<file path="config.mk">
export PLATFORM = sky130hd
export DESIGN_NAME = interlock_diag_indicator
export DESIGN_NICKNAME = d
export VERILOG_FILES = /design/src/rtl/flash_coder.v /design/src/rtl/interlock_diag_indicator.v
export VERILOG_INCLUDE_DIRS = /design/src /design/src/rtl
export SDC_FILE = /design/constraint.sdc
export NUM_CORES = 1
export LEC_CHECK = 0
export BUFFER_PORTS_ARGS = -buffer_cell sky130_fd_sc_hd__buf_2
export CORE_UTILIZATION = 40
export DETAILED_ROUTE_END_ITERATION = 12
export HOLD_SLACK_MARGIN = 0.03
export PLACE_DENSITY = 0.58
export SYNTH_ARGS = -nofsm -noshare
export SYNTH_HDL_FRONTEND = slang
export SYNTH_SLANG_ARGS = --single-unit
</file>
<file path="constraint.sdc">
create_clock -name core_clk_i -period 9 [get_ports core_clk_i]
set_clock_uncertainty 0.1 [all_clocks]
set_input_delay 2.7 -clock core_clk_i [delete_from_list [all_inputs] [get_ports core_clk_i]]
set_output_delay 2.7 -clock core_clk_i [all_outputs]
set_load 0.05 [all_outputs]
</file>
<file path="src/rtl/interlock_diag_defines.vh">
// constants for the interlock diagnostic and indication logic
// assumes a 40 MHz core clock
`ifndef INTERLOCK_DIAG_DEFINES_VH
`define INTERLOCK_DIAG_DEFINES_VH
`define CLK_HZ 40000000
// flash timing in milliseconds
`define FLASH_ON_MS 250
`define FLASH_OFF_MS 250
`define FLASH_PAUSE_MS 1500
// warning timeout in minutes
`define WARN_TIMEOUT_MIN 30
// one tick per millisecond
`define MS_CYCLES (`CLK_HZ / 1000)
`define WARN_TIMEOUT_MS (`WARN_TIMEOUT_MIN * 60 * 1000)
// flash codes
`define CODE_NONE 3'h0
`define CODE_OUT1 3'h1
`define CODE_OUT2 3'h2
`define CODE_CROSS 3'h3
`define CODE_TEMP 3'h4
`define CODE_ACT 3'h5
`define CODE_COMBO 3'h6
`define CODE_STEADY 3'h7
`endif

</file>
<file path="src/rtl/flash_coder.v">
// red lamp flash-group generator
// assumes a one-cycle millisecond tick from the same clock
`timescale 1ns/1ps
`include "interlock_diag_defines.vh"
module flash_coder (
  input wire core_clk_i,
  input wire reset_i,
  input wire ms_tick_i,
  input wire [2:0] code_i,
  output reg lamp_o
);
  reg [10:0] ms_q;
  reg [2:0] cnt_q;
  reg phase_q;
  reg pause_q;
  wire [10:0] limit;
  assign limit = pause_q ? 11'd`FLASH_PAUSE_MS :
                 (phase_q ? 11'd`FLASH_ON_MS : 11'd`FLASH_OFF_MS);
  always @(posedge core_clk_i or posedge reset_i) begin
    if (reset_i) begin
      ms_q <= 11'h000;
      cnt_q <= 3'h0;
      phase_q <= 1'b0;
      pause_q <= 1'b1;
      lamp_o <= 1'b0;
    end else if (code_i == `CODE_NONE) begin
      ms_q <= 11'h000;
      cnt_q <= 3'h0;
      phase_q <= 1'b0;
      pause_q <= 1'b1;
      lamp_o <= 1'b0;
    end else if (code_i == `CODE_STEADY) begin
      lamp_o <= 1'b1;
      pause_q <= 1'b1;
    end else if (ms_tick_i) begin
      if (ms_q + 11'd1 >= limit) begin
        ms_q <= 11'h000;
        if (pause_q) begin
          pause_q <= 1'b0;
          phase_q <= 1'b1;
          cnt_q <= 3'h1;
          lamp_o <= 1'b1;
        end else if (phase_q) begin
          phase_q <= 1'b0;
          lamp_o <= 1'b0;
        end else if (cnt_q >= code_i) begin
          pause_q <= 1'b1;
        end else begin
          phase_q <= 1'b1;
          cnt_q <= cnt_q + 3'h1;
          lamp_o <= 1'b1;
        end
      end else begin
        ms_q <= ms_q + 11'd1;
      end
    end
  end
endmodule // flash_coder

</file>
<file path="src/rtl/interlock_diag_indicator.v">
// lamp, diagnostic output and fault state machine of the interlock
// assumes fault detectors and door sensors are asynchronous pins
`timescale 1ns/1ps
`include "interlock_diag_defines.vh"
module interlock_diag_indicator #(
  parameter POWER_TO_UNLOCK = 1,
  parameter [26:0] WARN_TIMEOUT_MS = `WARN_TIMEOUT_MS
) (
  input wire core_clk_i,
  input wire reset_i,
  input wire lock_ctrl_i,
  input wire door_closed_i,
  input wire actuator_ok_i,
  input wire bolt_locked_i,
  input wire fault_out1_i,
  input wire fault_out2_i,
  input wire fault_cross_i,
  input wire temp_high_i,
  input wire actuator_bad_i,
  input wire actuator_combo_i,
  input wire internal_fault_i,
  input wire supply_bad_i,
  output reg first_safety_output_o,
  output reg second_safety_output_o,
  output reg diag_out_o,
  output reg solenoid_unlock_o,
  output reg lamp_green_o,
  output reg lamp_yellow_o,
  output wire lamp_red_o
);
  localparam NIN = 12;
  localparam [3:0] ST_RUN = 4'h1;
  localparam [3:0] ST_WARN = 4'h2;
  localparam [3:0] ST_ERROR = 4'h4;
  localparam [3:0] ST_LOCKOUT = 4'h8;
  wire [NIN-1:0] raw;
  reg [NIN-1:0] s1_q;
  reg [NIN-1:0] s2_q;
  reg [3:0] state_q;
  reg [3:0] state_d;
  reg [2:0] code_q;
  reg [2:0] code_d;
  reg [26:0] warn_ms_q;
  reg [15:0] div_q;
  reg ms_tick_q;
  reg door_seen_open_q;
  reg [1:0] blink_q;
  reg [8:0] blink_ms_q;
  wire lock_in, door, act_ok, bolt, f1, f2, fx, th, ab, ac, fi, fs;
  wire warn_any, err_now, lock_now, timed_out;
  reg [2:0] warn_code;
  reg [2:0] err_code;
  assign raw = {supply_bad_i, internal_fault_i, actuator_combo_i,
                actuator_bad_i, temp_high_i, fault_cross_i, fault_out2_i,
                fault_out1_i, bolt_locked_i, actuator_ok_i, door_closed_i,
                lock_ctrl_i};
  // pins pass two flops per bit
  genvar g;
  generate
    for (g = 0; g < NIN; g = g + 1) begin : sync
      always @(posedge core_clk_i or posedge reset_i) begin
        if (reset_i) begin
          s1_q[g] <= 1'b0;
          s2_q[g] <= 1'b0;
        end else begin
          s1_q[g] <= raw[g];
          s2_q[g] <= s1_q[g];
        end
      end
    end
  endgenerate
  assign {fs, fi, ac, ab, th, fx, f2, f1, bolt, act_ok, door, lock_in} = s2_q;
  assign warn_any = f1 | f2 | fx | th;
  assign lock_now = fx | (f1 & f2);
  assign err_now = ab | ac | fi | fs;
  assign timed_out = (warn_ms_q >= WARN_TIMEOUT_MS);
  always @* begin
    warn_code = `CODE_NONE;
    if (fx | (f1 & f2))
      warn_code = `CODE_CROSS;
    else if (f1)
      warn_code = `CODE_OUT1;
    else if (f2)
      warn_code = `CODE_OUT2;
    else if (th)
      warn_code = `CODE_TEMP;
  end
  always @* begin
    err_code = `CODE_NONE;
    if (fi | fs)
      err_code = `CODE_STEADY;
    else if (ac)
      err_code = `CODE_COMBO;
    else if (ab)
      err_code = `CODE_ACT;
  end
  // millisecond enable; the 30 min count stays small this way
  always @(posedge core_clk_i or posedge reset_i) begin
    if (reset_i) begin
      div_q <= 16'h0000;
      ms_tick_q <= 1'b0;
    end else if (div_q == `MS_CYCLES - 1) begin
      div_q <= 16'h0000;
      ms_tick_q <= 1'b1;
    end else begin
      div_q <= div_q + 16'h0001;
      ms_tick_q <= 1'b0;
    end
  end
  always @* begin
    state_d = state_q;
    code_d = code_q;
    case (state_q)
      ST_RUN: begin
        if (err_now) begin
          state_d = ST_ERROR;
          code_d = err_code;
        end else if (warn_any) begin
          state_d = ST_WARN;
          code_d = warn_code;
        end
      end
      ST_WARN: begin
        code_d = warn_code;
        if (err_now) begin
          state_d = ST_ERROR;
          code_d = err_code;
        end else if (!warn_any) begin
          state_d = ST_RUN;
          code_d = `CODE_NONE;
        end else if (timed_out) begin
          state_d = lock_now ? ST_LOCKOUT : ST_ERROR;
        end
      end
      ST_ERROR: begin
        if (err_now && err_code > code_q)
          code_d = err_code;
        if (!err_now && !warn_any && door_seen_open_q && door) begin
          state_d = ST_RUN;
          code_d = `CODE_NONE;
        end
      end
      ST_LOCKOUT: begin
        state_d = ST_LOCKOUT;
        if (err_now && err_code > code_q)
          code_d = err_code;
      end
      default: begin
        state_d = ST_ERROR;
        code_d = `CODE_STEADY;
      end
    endcase
  end
  always @(posedge core_clk_i or posedge reset_i) begin
    if (reset_i) begin
      state_q <= ST_RUN;
      code_q <= `CODE_NONE;
      warn_ms_q <= 27'h0000000;
      door_seen_open_q <= 1'b0;
    end else begin
      state_q <= state_d;
      code_q <= code_d;
      if (state_q != ST_WARN)
        warn_ms_q <= 27'h0000000;
      else if (ms_tick_q && !timed_out)
        warn_ms_q <= warn_ms_q + 27'h0000001;
      // opening counts only once cause gone
      if (state_q != ST_ERROR)
        door_seen_open_q <= 1'b0;
      else if (!door && !err_now && !warn_any)
        door_seen_open_q <= 1'b1;
    end
  end
  // yellow blinks when actuator in but not locked
  always @(posedge core_clk_i or posedge reset_i) begin
    if (reset_i) begin
      blink_ms_q <= 9'h000;
      blink_q <= 2'h0;
    end else if (ms_tick_q) begin
      if (blink_ms_q == 9'd499) begin
        blink_ms_q <= 9'h000;
        blink_q <= blink_q + 2'h1;
      end else begin
        blink_ms_q <= blink_ms_q + 9'h001;
      end
    end
  end
  always @(posedge core_clk_i or posedge reset_i) begin
    if (reset_i) begin
      first_safety_output_o <= 1'b0;
      second_safety_output_o <= 1'b0;
      diag_out_o <= 1'b0;
      solenoid_unlock_o <= 1'b0;
      lamp_green_o <= 1'b0;
      lamp_yellow_o <= 1'b0;
    end else begin
      solenoid_unlock_o <= (POWER_TO_UNLOCK != 0) ? lock_in : !lock_in;
      lamp_green_o <= 1'b1;
      if (state_q == ST_RUN || state_q == ST_WARN)
        lamp_yellow_o <= door & act_ok & (bolt | blink_q[0]);
      else
        lamp_yellow_o <= 1'b0;
      first_safety_output_o <= (state_q == ST_RUN || state_q == ST_WARN) &
                               door & act_ok & bolt;
      second_safety_output_o <= (state_q == ST_RUN || state_q == ST_WARN) &
                                door & act_ok & bolt;
      diag_out_o <= (state_q == ST_RUN) & door & act_ok &
                    (bolt | !lock_in);
    end
  end
  flash_coder u_flash (
    .core_clk_i(core_clk_i),
    .reset_i(reset_i),
    .ms_tick_i(ms_tick_q),
    .code_i(code_q),
    .lamp_o(lamp_red_o)
  );
endmodule // interlock_diag_indicator

</file>
==> impl_metrics.toml <==
[logic_synthesis]
synth-edff-count = 0
yosysSeqAreaShare_pct = 50.5
synth_seq_cells = 108
synth_ff_type = "dfrtp_1"
synth_top_area_share_pct = 49.6
synthTopCellsByArea = "dfrtp_1 (50%), ha_1 (4.0%), nor2_1 (3.5%)"
synthDistinctLibCells = 67
synth_nets = 561
async_flop_share_pct = 100
yosys.area.top_type = "dfrtp_1"
yosys_warnings = 0
syn_area_mm2 = 0.00535
avgSynthCellArea_um2 = 10.1
synthCells = 530

[worst_setup_path]
cp_max_fo = 2
crit_buf_inv = 1
crit_start = "second_safety_output_o"
critPathTopFamily = "flip-flops"
crit_arrival_ns = 1.01
cp_slowest_stage_delay_ns = 0.39
critPathSlowestCell = "dfrtp_1"
critPathLaunchType = "flip-flop"
critical_path_class = "flip-flop to primary output"
end_kind = "primary output"
cp.required_ns = 6.20
worstPathCellList = "buf_2"
timing.rr.start = "u_flash.ms_q[0]"

[detailed_routing]
ant_nets = 0
vias = 3953
post_drt_via_cell_ratio = 5.44
wl_per_cell_um = 14.3
drc_errors = 0
drt_iter0_markers = 194
drt-total-wl_mm = 10.4
first_pass_iters = 4

[cells_and_area]
seqCellArea_mm2 = 0.00271
drive_gt1_share_pct = 10.8
multi_input_area_mm2 = 0.00249
final_nets = 581
fillers = 1249
area_growth_pct = 10.0
n_antenna_cell = 0

[power_and_ir_drop]
irDropWorstVdd_mv = 0.121
p_leak_nw = 2.49
powerDensity_mw_per_mm2 = 159

[sta]
slew_headroom_pct = 25.5
min_period_ns = 3.81
setup_tns_ns = 0
fmax_ghz = 0.262
setup_viol = 0
fin_crit_sh_pct = 42.3
hold_viol_final = 0
worstMarginPinSlew_ns = 1.11
setup_ws_ns = 5.19
slew_violations = 0
rsz0062_at_grt = "no"

[global_routing]
grt_pass1_vias = 3749
grt_max_degree = 60
grtUsageMet1_pct = 22.3
antenna_found_initial = 0
gr-total-overflow = 0
use_met2_pct = 24.7
busiest_layer = "met2"
track_usage_pct = 15.9
grt_pass1_wl_mm = 18.0
use_met3_pct = 2.03

[floorplanning]
die-area_mm2 = 0.0138
num_io_pins = 21
num_rows = 41
initial_core_util_pct = 41.7
die_h_um = 118
dieWidth_um = 118
placeableCoreArea_mm2 = 0.0128

[placement]
port_buffers = 20
routabilityCongestion = 0.825
dpl.hpwl_mm = 7.21
pre_cts_slack_ns = 4.83

[clock_network]
ctsHoldBuffers = 0
cts_buffer_depth = 2
htree_levels = 3
clkTransAtPathRegs_ns = 0.07
cts-resized-gates = 0
numClockSinks = 108
insertion_delay_ns = 0.35
cts_tree = "yes"
clock-root-buffer = "clkbuf_16"
cts_setup_buffers = 0
cts_buffers = 9

[flow_run]
drv_cap = 0

[hold_path]
hp-start = "s1_q[2]"
hold_class = "flip-flop to flip-flop"

[run_status]
status = "finished clean"
==> Yosys cell counts (all sizes together), types with 7 or more instances <==
master	count
a21oi	18
o31ai	7
inv	24
nor2	51
or3	9
xor2	20
nand4	18
dfrtp	106
nor4	8
xnor2	12
clkbuf	9
nand3	24
a31oi	13
and2	11
ha	17
nor3	15
nand2	42
o21ai	27
==> per-stage QoR <==
| step | hold WS (ns) | total power [mW] | utilization (%) | area [um^2] | std cells |
|---|---|---|---|---|---|
| 2_1_floorplan | 0.231 | 0.560 | - | 5350 | 530 |
| 3_3_place_gp | 0.233 | 0.574 | 43.8 | 5620 | 711 |
| 3_5_place_dp | 0.235 | 0.577 | 43.8 | 5620 | 711 |
| 4_1_cts | 0.250 | 0.944 | 45.9 | 5890 | 727 |
| 5_1_grt | 0.259 | 0.971 | 45.9 | 5890 | 727 |
| 6_report | 0.248 | 0.934 | 45.9 | 5890 | 727 |
==> worst paths after layout <==
check | endpoint | slack, ns | cells past startpoint
worst max-delay path | second_safety_output_o | 5.19 | 1
worst min-delay path | act_ok | 0.25 | 0
worst max register to register | u_flash.lamp_o | 5.54 | 9
worst min register to register | act_ok | 0.25 | 0
max in group asynchronous | u_flash.lamp_o | 5.31 | 3
min in group asynchronous | div_q[14] | 2.32 | 2
==> power by group <==
group | internal (mW) | switching [mW] | leakage, nW
Clock | 0.186 | 0.179 | 0.135
Sequential | 0.495 | 0.0103 | 1.40
Combinational | 0.0253 | 0.0367 | 0.947
Total | 0.707 | 0.226 | 2.49
==> cell families (layout without fill, tap and decap cells) <==
family | after synthesis | count (layout) | synth area share [%]
other | 1 | 1 | 0.0701
adder cells (fa/ha/maj) | 17 | 17 | 3.97
AO/OA/AOI/OAI | 117 | 117 | 15.1
multiplexers | 8 | 8 | 1.54
XOR/XNOR | 32 | 32 | 5.24
flip-flops | 108 | 108 | 50.5
buffers and inverters | 38 | 63 | 3.13
AND/OR/NAND/NOR | 209 | 209 | 20.4
==> layer usage <==
layer	up-vias	share of wire, %
met1	1909	50
met4	0	2.0
met2	77	45
li1	1955	-
met5	-	0
met3	12	3.3
==> cells in the final DEF, fill, tap and decap left out, types with 5 or more instances in the layout <==
cell / instances
a21oi_1: 18
ha_1: 17
nand4_1: 18
nor4_1: 5
and2_1: 10
nand3_1: 23
xor2_1: 20
and3_1: 6
nor2b_1: 6
dfrtp_1: 106
mux2i_1: 6
inv_1: 23
nand2_1: 42
xnor2_1: 12
nand2b_1: 6
a31oi_1: 13
buf_2: 20
nor2_1: 50
o21ai_0: 26
or3_1: 9
a21o_1: 6
clkinv_2: 5
clkbuf_16: 9
o31ai_1: 6
nor3_1: 13
==> cell type report <==
class	instances	area share (%)
Multi-Input combinational cell	384	42.2
Clock inverter	7	0.701
Clock buffer	9	3.82
Sequential cell	108	45.9
Timing Repair Buffer	23	2.08
Inverter	24	1.57
Tap cell	172	3.65
==> state kept, by name (all words and copies together) (netlist names), 3 cells and up <==
name           flops
warn_ms_q         27
div_q             16
s1_q              12
u_flash.ms_q      11
blink_ms_q         9
state_q            4
code_q             3
u_flash.cnt_q      3
Power figures use the tool's default switching activity.
